File: config.mk
export PLATFORM = sky130hd
export DESIGN_NAME = wdt_top
export DESIGN_NICKNAME = d
export VERILOG_FILES = /design/src/design/wdt_pkg.sv /design/src/design/wdt_prescaler.sv /design/src/design/wdt_top.sv
export SDC_FILE = /design/constraint.sdc
export NUM_CORES = 1
export LEC_CHECK = 0
export ABC_CLOCK_PERIOD_IN_PS = 2200
export BUFFER_PORTS_ARGS = -buffer_cell sky130_fd_sc_hd__buf_2
export CORE_MARGIN = 2
export CORE_UTILIZATION = 30
export DETAILED_ROUTE_END_ITERATION = 6
export GPL_ROUTABILITY_DRIVEN = 0
export PLACE_DENSITY = 0.6
export SYNTH_ARGS = -nofsm -noshare
export SYNTH_HDL_FRONTEND = slang
export SYNTH_SLANG_ARGS = --single-unit
File: constraint.sdc
create_clock -name core_clk -period 2.2 [get_ports core_clk]
set_input_delay 0.22 -clock core_clk [delete_from_list [all_inputs] [get_ports core_clk]]
set_output_delay 0.22 -clock core_clk [all_outputs]
set_load 0.1 [all_outputs]
File: src/design/wdt_pkg.sv
// constants shared by the watchdog timer with write guard
package wdt_pkg;

  // ************************************************************
  // widths
  // ************************************************************
  localparam int ADDR_W = 16;
  localparam int DATA_W = 8;
  localparam int PRE_W  = 13;
  localparam int CNT_W  = 8;
  localparam int SEL_W  = 4;
  localparam int DIV_CYCLES = 8192; // prescaler division for the watchdog tick

  // ************************************************************
  // register offsets
  // ************************************************************
  localparam logic [ADDR_W-1:0] OFS_CONTROL_STATUS = 16'hffc0;
  localparam logic [ADDR_W-1:0] OFS_COUNTER        = 16'hffc1;
  localparam logic [ADDR_W-1:0] OFS_CLOCK_MODE     = 16'hffc2;
  localparam logic [ADDR_W-1:0] OFS_IRQ_STATUS     = 16'hffc3;
  localparam logic [ADDR_W-1:0] OFS_IRQ_MASK       = 16'hffc4;

  // ************************************************************
  // control/status field positions
  // ************************************************************
  localparam int BIT_COUNTER_ENABLE_GUARD = 7;
  localparam int BIT_COUNTER_WRITE_ENABLE = 6;
  localparam int BIT_CONTROL_ENABLE_GUARD = 5;
  localparam int BIT_CONTROL_WRITE_ENABLE = 4;
  localparam int BIT_TIMER_ON_GUARD       = 3;
  localparam int BIT_TIMER_ON             = 2;
  localparam int BIT_RESET_FLAG_GUARD     = 1;
  localparam int BIT_OVERFLOW_RESET_FLAG  = 0;

  // ************************************************************
  // interrupt status bits
  // ************************************************************
  localparam int IRQ_W          = 2;
  localparam int IRQ_BIT_OVF    = 0; // counter overflow
  localparam int IRQ_BIT_REFUSE = 1; // counter write refused

  // ************************************************************
  // values after reset and encodings
  // ************************************************************
  localparam logic [CNT_W-1:0]  RST_COUNTER    = 8'h00;
  localparam logic [SEL_W-1:0]  RST_CLOCK_SEL  = 4'hf;
  localparam logic [SEL_W-1:0]  SEL_DIV8192    = 4'hf;
  localparam logic [IRQ_W-1:0]  RST_IRQ_MASK   = 2'h0;
  localparam logic [DATA_W-1:0] MODE_UPPER_RD  = 8'hf0; // unused mode bits read one
  localparam logic [DATA_W-1:0] GUARD_RD       = 8'haa; // guard bits read one
  localparam logic [DATA_W-1:0] UNMAPPED_RD    = 8'h00;

endpackage : wdt_pkg

File: src/design/wdt_prescaler.sv
// free-running prescaler and tick selection for the watchdog counter
`timescale 1ns/1ps
module wdt_prescaler #(
  parameter int PRE_W = wdt_pkg::PRE_W
) (
  input  wire logic                     core_clk,
  input  wire logic                     rst_b,
  input  wire logic [wdt_pkg::SEL_W-1:0] clock_sel,
  output logic                          tick
);
  import wdt_pkg::*;

  // refuse at elaboration the widths that the tap mask cannot serve
  if (PRE_W < 2 || PRE_W > 16) begin : g_bad_width
    $error("prescaler width out of range");
  end

  logic [PRE_W-1:0] count;
  logic [PRE_W-1:0] tap_mask;
  logic [PRE_W-1:0] next_count;

  // select 0xf or any value past the top tap takes the full chain
  function automatic logic [PRE_W-1:0] sel_mask(input logic [SEL_W-1:0] sel);
    logic [PRE_W-1:0] m;
    m = '1;
    if (32'(sel) < PRE_W - 1) begin
      m = PRE_W'((32'd2 << sel) - 32'd1);
    end
    return m;
  endfunction

  assign tap_mask   = sel_mask(clock_sel);
  assign next_count = count + PRE_W'(1);

  // count every clock cycle
  always_ff @(posedge core_clk or negedge rst_b) begin
    if (!rst_b) begin
      count <= '0;
    end else begin
      count <= next_count;
    end
  end

  // tick on the last prescaler state of the selected period
  always_ff @(posedge core_clk or negedge rst_b) begin
    if (!rst_b) begin
      tick <= 1'b0;
    end else begin
      tick <= ((next_count & tap_mask) == tap_mask);
    end
  end
endmodule // wdt_prescaler

File: src/design/wdt_top.sv
// watchdog timer with guarded control/status register and register port
//
// Chosen here: strobed register access.
`timescale 1ns/1ps
module wdt_top (
  input  wire logic                       core_clk,
  input  wire logic                       rst_b,
  input  wire logic [wdt_pkg::ADDR_W-1:0] addr,
  input  wire logic [wdt_pkg::DATA_W-1:0] wr_data,
  input  wire logic                       wr_en,
  input  wire logic                       rd_en,
  output logic      [wdt_pkg::DATA_W-1:0] rd_data,
  output logic                            wdt_reset,
  output logic                            irq
);
  import wdt_pkg::*;

  // ************************************************************
  // state
  // ************************************************************
  logic [CNT_W-1:0] counter;
  logic             counter_write_enable;
  logic             control_write_enable;
  logic             timer_on;
  logic             overflow_reset_flag;
  logic [SEL_W-1:0] clock_sel;
  logic [IRQ_W-1:0] irq_status;
  logic [IRQ_W-1:0] irq_mask;

  // ************************************************************
  // decode
  // ************************************************************
  wire sel_ctl   = (addr == OFS_CONTROL_STATUS);
  wire sel_cnt   = (addr == OFS_COUNTER);
  wire sel_mode  = (addr == OFS_CLOCK_MODE);
  wire sel_ists  = (addr == OFS_IRQ_STATUS);
  wire sel_imask = (addr == OFS_IRQ_MASK);

  wire wr_ctl   = wr_en & sel_ctl;
  wire wr_cnt   = wr_en & sel_cnt;
  wire wr_mode  = wr_en & sel_mode;
  wire wr_imask = wr_en & sel_imask;
  wire rd_ists  = rd_en & sel_ists;

  // guard bits come from the data of the same write
  wire take_cwe  = wr_ctl & ~wr_data[BIT_COUNTER_ENABLE_GUARD];
  wire take_ctwe = wr_ctl & ~wr_data[BIT_CONTROL_ENABLE_GUARD];
  wire take_on   = wr_ctl & control_write_enable
                 & ~wr_data[BIT_TIMER_ON_GUARD];
  wire take_flag = wr_ctl & control_write_enable
                 & ~wr_data[BIT_RESET_FLAG_GUARD];

  // counter write accepted only with its enable set
  wire cnt_load   = wr_cnt & counter_write_enable;
  wire cnt_refuse = wr_cnt & ~counter_write_enable;

  // ************************************************************
  // tick and overflow
  // ************************************************************
  logic tick;

  wdt_prescaler #(
    .PRE_W (PRE_W)
  ) u_prescaler (
    .core_clk  (core_clk),
    .rst_b     (rst_b),
    .clock_sel (clock_sel),
    .tick      (tick)
  );

  wire cnt_step = tick & timer_on;
  wire overflow = cnt_step & ~cnt_load & (counter == '1);
  wire [CNT_W-1:0] next_counter = cnt_load ? wr_data[CNT_W-1:0]
                                : cnt_step ? counter + CNT_W'(1)
                                : counter;

  // ************************************************************
  // counter
  // ************************************************************
  // a software load wins over a tick in the same cycle
  always_ff @(posedge core_clk or negedge rst_b) begin
    if (!rst_b) begin
      counter <= RST_COUNTER;
    end else begin
      counter <= next_counter;
    end
  end

  // ************************************************************
  // control/status bits
  // ************************************************************
  // write enables follow their own guards
  always_ff @(posedge core_clk or negedge rst_b) begin
    if (!rst_b) begin
      counter_write_enable <= 1'b0;
      control_write_enable <= 1'b0;
    end else begin
      if (take_cwe) begin
        counter_write_enable <= wr_data[BIT_COUNTER_WRITE_ENABLE];
      end
      if (take_ctwe) begin
        control_write_enable <= wr_data[BIT_CONTROL_WRITE_ENABLE];
      end
    end
  end

  // timer on and the reset flag need control enable as well
  always_ff @(posedge core_clk or negedge rst_b) begin
    if (!rst_b) begin
      timer_on            <= 1'b0;
      overflow_reset_flag <= 1'b0;
    end else begin
      if (take_on) begin
        timer_on <= wr_data[BIT_TIMER_ON];
      end
      if (overflow) begin
        overflow_reset_flag <= 1'b1;
      end else if (take_flag) begin
        overflow_reset_flag <= wr_data[BIT_OVERFLOW_RESET_FLAG];
      end
    end
  end

  // clock select kept in the low nibble of the mode register
  always_ff @(posedge core_clk or negedge rst_b) begin
    if (!rst_b) begin
      clock_sel <= RST_CLOCK_SEL;
    end else if (wr_mode) begin
      clock_sel <= wr_data[SEL_W-1:0];
    end
  end

  // ************************************************************
  // internal reset
  // ************************************************************
  // one-cycle reset request on overflow
  always_ff @(posedge core_clk or negedge rst_b) begin
    if (!rst_b) begin
      wdt_reset <= 1'b0;
    end else begin
      wdt_reset <= overflow;
    end
  end

  // ************************************************************
  // interrupts
  // ************************************************************
  wire [IRQ_W-1:0] irq_events = {cnt_refuse, overflow};
  wire [IRQ_W-1:0] next_irq_status = (rd_ists ? '0 : irq_status) | irq_events;

  // sticky status, cleared by reading it; a new event wins
  always_ff @(posedge core_clk or negedge rst_b) begin
    if (!rst_b) begin
      irq_status <= '0;
      irq_mask   <= RST_IRQ_MASK;
      irq        <= 1'b0;
    end else begin
      irq_status <= next_irq_status;
      if (wr_imask) begin
        irq_mask <= wr_data[IRQ_W-1:0];
      end
      irq <= |(next_irq_status & (wr_imask ? wr_data[IRQ_W-1:0] : irq_mask));
    end
  end

  // ************************************************************
  // read path
  // ************************************************************
  wire [DATA_W-1:0] ctl_view = GUARD_RD
    | (DATA_W'(counter_write_enable) << BIT_COUNTER_WRITE_ENABLE)
    | (DATA_W'(control_write_enable) << BIT_CONTROL_WRITE_ENABLE)
    | (DATA_W'(timer_on) << BIT_TIMER_ON)
    | (DATA_W'(overflow_reset_flag) << BIT_OVERFLOW_RESET_FLAG);

  wire [DATA_W-1:0] rd_mux = sel_ctl   ? ctl_view
                           : sel_cnt   ? DATA_W'(counter)
                           : sel_mode  ? (MODE_UPPER_RD | DATA_W'(clock_sel))
                           : sel_ists  ? DATA_W'(irq_status)
                           : sel_imask ? DATA_W'(irq_mask)
                           : UNMAPPED_RD;

  // read data stand only in the cycle after the strobe
  always_ff @(posedge core_clk or negedge rst_b) begin
    if (!rst_b) begin
      rd_data <= '0;
    end else if (rd_en) begin
      rd_data <= rd_mux;
    end else begin
      rd_data <= '0;
    end
  end
endmodule // wdt_top

# Yosys cells after proc, flatten, opt, wreduce, memory -nomap -nowiden
# Index checks and enable logic that the tools add are counted.
dict set report word_totals {
  elab_cells 68
  register_bits 44
  out_inout_bits 10
  input_bits 28
}
dict set report classes {
  n_mux 13
  shifts 1
  add_sub_neg 3
  n_eq_ne 7
  n_reduce_logical 3
  n_lt_le_gt_ge 1
  bitwise 27
}
# operator n
set ops {}
lappend ops {{$eq 16x16->1 const B} 5}
lappend ops {{$mux 8} 6}
lappend ops {{$and 1x1->1} 15}
lappend ops {{$add 13x1->13 const B} 1}
lappend ops {{$and 13x13->13} 1}
lappend ops {{$eq 13x13->1} 1}
lappend ops {{$mux 13} 1}
lappend ops {{$shl 2x4->13 const A} 1}
lappend ops {{$sub 13x1->13 const B} 1}
lappend ops {{$add 8x1->8 const B} 1}
lappend ops {{$eq 8x8->1 const B} 1}
lappend ops {{$mux 2} 4}
lappend ops {{$or 8x1->8} 1}
lappend ops {{$or 8x3->8} 1}
lappend ops {{$or 8x5->8} 1}
lappend ops {{$not 1->1} 6}
lappend ops {{$lt 4x4->1 const B} 1}
lappend ops {{$reduce_bool 2->1} 2}
lappend ops {{$and 2x2->2} 1}
lappend ops {{$mux 1} 2}
lappend ops {{$or 2x2->2} 1}
lappend ops {{$reduce_or 2->1} 1}

# Longest topological paths before layout
dict set report logic_depth {
  ltp_word 9
  ltp_mapped 10
  ltp_nobuf 9
}

# Cells and area by module
# Synthesis repeated with hierarchy kept, for this count alone.
dict set report unflattened {
  hier_cells 261
  area_unflattened_um2 2498.6
}
# mod cells_per_inst instances seq_area_each_um2 area_each_um2
set modules_own_cells {}
lappend modules_own_cells {wdt_top 153 1 755.7 1522.7}
lappend modules_own_cells {wdt_prescaler 108 1 350.3 975.9}

# Least setup slack after synthesis
# OpenSTA, ideal clock, no wires.
dict set report synth_path {
  kind {reg2reg}
  from {register clock_sel[3]}
  to {register u_prescaler.tick}
  period_less_slack_ns 2.141
  slack_ns 0.059
  path_stages_with_launch 10
  path_buffers 1
  t_arrival_ns 2.029
  required_ns 2.089
  setup_time_ns 0.111
  path_cell_list {dfstp_2 clkbuf_1 nor2_1 nand3b_1 ha_1 nand2b_1 nor3b_1 a221oi_1 o22ai_1 a2111oi_2}
}
dict set report synth_via {
  elab_chain_len 5
  word_cells_on_any_way 6
  cone_classes {add/sub (1); order compare (1); eq/ne (1); shift (1); mux (1); bitwise (1)}
}
# item line_no
set synth_rtl {}
lappend synth_rtl {{start: declaration} wdt_top.sv:26} ;# logic [SEL_W-1:0] clock_sel;
lappend synth_rtl {{start signal: assignment} wdt_top.sv:129} ;# clock_sel <= wr_data[SEL_W-1:0];
lappend synth_rtl {{$shl 2x4->13} wdt_prescaler.sv:27} ;# m = PRE_W'((32'd2 << sel) - 32'd1);
lappend synth_rtl {{$sub 13x1->13} wdt_prescaler.sv:27}
lappend synth_rtl {{$mux 13 (*)} wdt_prescaler.sv:26} ;# if (32'(sel) < PRE_W - 1) begin
lappend synth_rtl {{$and 13x13->13} wdt_prescaler.sv:49} ;# tick <= ((next_count & tap_mask) == tap_mask);
lappend synth_rtl {{$eq 13x13->1 (*)} wdt_prescaler.sv:49}
lappend synth_rtl {{end signal: assignment} wdt_prescaler.sv:49}
lappend synth_rtl {{end: declaration} wdt_prescaler.sv:9} ;# output logic tick
# Every way passes the cells marked *; elsewhere a longest branch is shown, timed or not.
# A chain may end at the register's enable or synchronous reset.

# Final worst setup path
dict set report layout_path {
  from {register clock_sel[1]}
  to {register u_prescaler.tick}
}
# Same word-level chain as after synthesis.

==> metrics.md <==
| Metric | Value |
|---|---|
| Flop and latch count out of synthesis | `44` |
| NetSw | `320 uW` |
| Origin of the critical flop-to-flop path | `clock_sel[1]` |
| Critical path buffer and inverter count | `0` |
| CP max stage delay | `roughly 630 ps` |
| Die W | `~91 um` |
| Vias in the first global route | `between 1.5k and 2k` |
| Req. time, crit path | `~2400 ps` |
| Final setup fails | `0` |
| Worst path top cell family by delay | `compound AO/OA/AOI/OAI gates` |
| Max-Cap Viols | `0` |
| WHS Endpoint | `rd_data[0]` |
| Crit-path cells | `nor2_1 > nand2_1 > ha_1 > nand2b_1 > nor3b_1 > a221oi_1 > o22ai_1 > a2111oi_2` |
| Combinational power share | `0.059` |
| Routed WL | `around 5000 um` |
| HPWL after DPL | `between 3000 and 4000 um` |
| CP Launch Type | `flip-flop` |
| Power Density | `just over 500 mW/mm2` |
| PnR worst setup slack | `between 150 and 200 ps` |
| Reg2reg path depth | `8` |
| Crit Path Category | `reg2reg` |
| Total GRT Usage | `0.125` |
| Worst-Margin Slew | `629 ps` |
| Max Slew Vio Count | `0` |
| Area growth syn-to-layout | `20.6%` |
| Dpl ws | `96.9 ps` |
| Status | `finished clean` |
| Post-DR wirelength/cell | `~13 um` |
| Fin nets | `between 300 and 400` |
| Clock sinks | `44` |
| Internal power | `~1.1 mW` |
| Yosys cell types | `43` |
| Die Span Y | `91.2 um` |
| Overflow after GRT | `0` |
| Die area | `~0.0083 mm2` |
| Worst R2R Setup Slack | `roughly 160 ps` |
| I/O pin count | `38` |
| Reg2reg end | `u_prescaler.tick` |
| Asr flop ratio synth | `1.00` |
| Synth Net Count | `between 200 and 300` |
| I/O Buffers | `37` |
| Critical-path top delay cell | `dfstp_2` |
| Clock Skews | `13.5 ps` |
| Post-synth EDFFs | `0` |
| Reg clk slew, reported paths | `~90 ps` |
| Main synth FF type | `dfrtp_1` |
| N_diodes | `0` |
| Starting Density | `0.313` |
| Maximum buffer depth of the clock tree | `2` |
| Standard-cell rows | `31` |
| Setup crit end kind | `flip-flop` |
| DRC | `0` |
| Leakage | `1.24 nW` |
| Most common cell in the netlist | `dfrtp_1` |
| Clock period minus worst slack | `about 2000 ps` |
| VDD IR max | `0.212 mV` |
| Synth Cell Area | `0.00228 mm2` |
| YS warnings | `0` |
| Initial antenna violation count | `0` |
| Initial DRT Pass Iterations | `4` |
| Sw Ratio | `0.226` |
| DRT iter0 DRCs | `~70` |
| Mapped Cells | `about 230` |
| Clock latency at the later pin of the worst-skew pair | `around 300 ps` |
| Sequential-to-total area share from yosys stat | `0.485` |
| Commonest cells post-synth | `dfrtp_1, nor2_1, a21oi_1, nand2_1, nand3_1` |
| Worst hold path type | `in2reg` |
| CTS tree | `done` |
| Sequential Power Share | `0.571` |
| Critical path arrival | `about 2200 ps` |
| Synth area leaders | `dfrtp_1, a21oi_1, nor2_1, dfstp_2, mux2_2` |
| Hold path cells | `2` |
| Largest net degree at the start of global routing | `29` |
| Worst hold path startpoint | `addr[3]` |
| Total power | `approximately 1.4 mW` |
| Max Freq | `490 MHz` |
| First-pass GRT wire length | `8230 um` |
| Top cell type's share of synthesized area | `0.439` |
| Slew headroom | `0.581` |
| Vias | `roughly 1.9k` |
| Vias per inst | `4.87` |
| RSZ-0062 raised after global routing | `no` |
| Clk network pwr share | `0.370` |
| Final ANT Viol Nets | `0` |
| H-tree depth | `2` |
| Leading area contributor after synthesis | `dfrtp_1` |
| Core area | `0.00729 mm2` |
| Total negative slack | `0 ps` |
| Root Buffer | `clkbuf_8` |
| Largest fanout on the critical path | `11` |
| Mapped Avg Cell Area | `a little under 10 um2` |
| Final Hold Vio Count | `0` |
| Final Cycle Share | `0.928` |
| TritonCTS Buffers | `5` |
| Ratio of cells with drive above 1 in the final layout | `0.259` |
placed cells by master, fill, tap and decap left out, types with 9 or more instances in the layout:
cell type  synthesis  final
a21oi_1           24     24
nor2_1            30     30
buf_4              0     10
xor2_1             9      9
inv_1              9      9
dfrtp_1           40     40
nand4_1           10     10
buf_2              0     37
nand3_1           11     11
nand2_1           16     16
stage by stage:
step	cells	cell area [um2]	util	hold slack, ps
finish	381	2750	0.377	114
floorplan	233	2280	-	-75.6
CTS	378	2720	0.373	108
global route	381	2750	0.377	114
detailed placement	369	2620	0.359	286
global placement	369	2620	0.359	278
logic make-up (layout without fill, tap and decap cells):
family	Yosys count	after routing	share of synthesized area
fa+ha+maj	3	3	0.0165
xor+xnor	18	18	0.0691
buf+inv	16	65	0.0263
compound gates	41	41	0.114
mux	12	12	0.0571
simple gates	99	99	0.232
flops	44	44	0.485
layer usage:
metal	GRT usage	share of wire
met4	0.0492	0.010
met5	0	0
met3	0.0365	0.063
met1	0.167	0.48
met2	0.190	0.45
worst max path at each step:
stage                              start  cells past startpoint                to
floorplan                   clock_sel[3]                      9  u_prescaler.tick
global route                clock_sel[1]                      8  u_prescaler.tick
global placement    u_prescaler.count[1]                      7  u_prescaler.tick
CTS                         clock_sel[2]                      8  u_prescaler.tick
detailed placement          clock_sel[2]                      8  u_prescaler.tick
finish                      clock_sel[1]                      8  u_prescaler.tick
repair_timing:
action,in CTS,in global routing
hold endpoints to repair,22,0
setup endpoints to repair,0,1
resized for setup,0,1
setup buffers,0,3
hold buffers,1,0
sequential cells by signal (all words and copies together) (netlist names):
signal and cells:
counter_write_enable 1, u_prescaler.tick 1, irq_status 2, wdt_reset 1, clock_sel 4, counter 8, irq_mask 2, overflow_reset_flag 1
rd_data 8, timer_on 1, u_prescaler.count 13, irq 1, control_write_enable 1
power by group through the flow:
stage / logic [mW] / clock network [mW] / registers (mW)
CTS: 0.0862 / 0.540 / 0.809
global placement: 0.0839 / 0 / 0.825
detailed placement: 0.0848 / 0 / 0.825
floorplan: 0.0250 / 0 / 0.825
global route: 0.0965 / 0.573 / 0.809
finish: 0.0841 / 0.524 / 0.809
cell type report:
type / instances / area (um2)
Multi-Input combinational cell: 173 / 1120
Clock buffer: 7 / 86.3
Inverter: 9 / 33.8
Fill cell: 762 / 4540
Clock inverter: 1 / 7.51
Timing Repair Buffer: 48 / 270
Sequential cell: 44 / 1110
Tap cell: 99 / 124
Power figures use the tool's default switching activity.
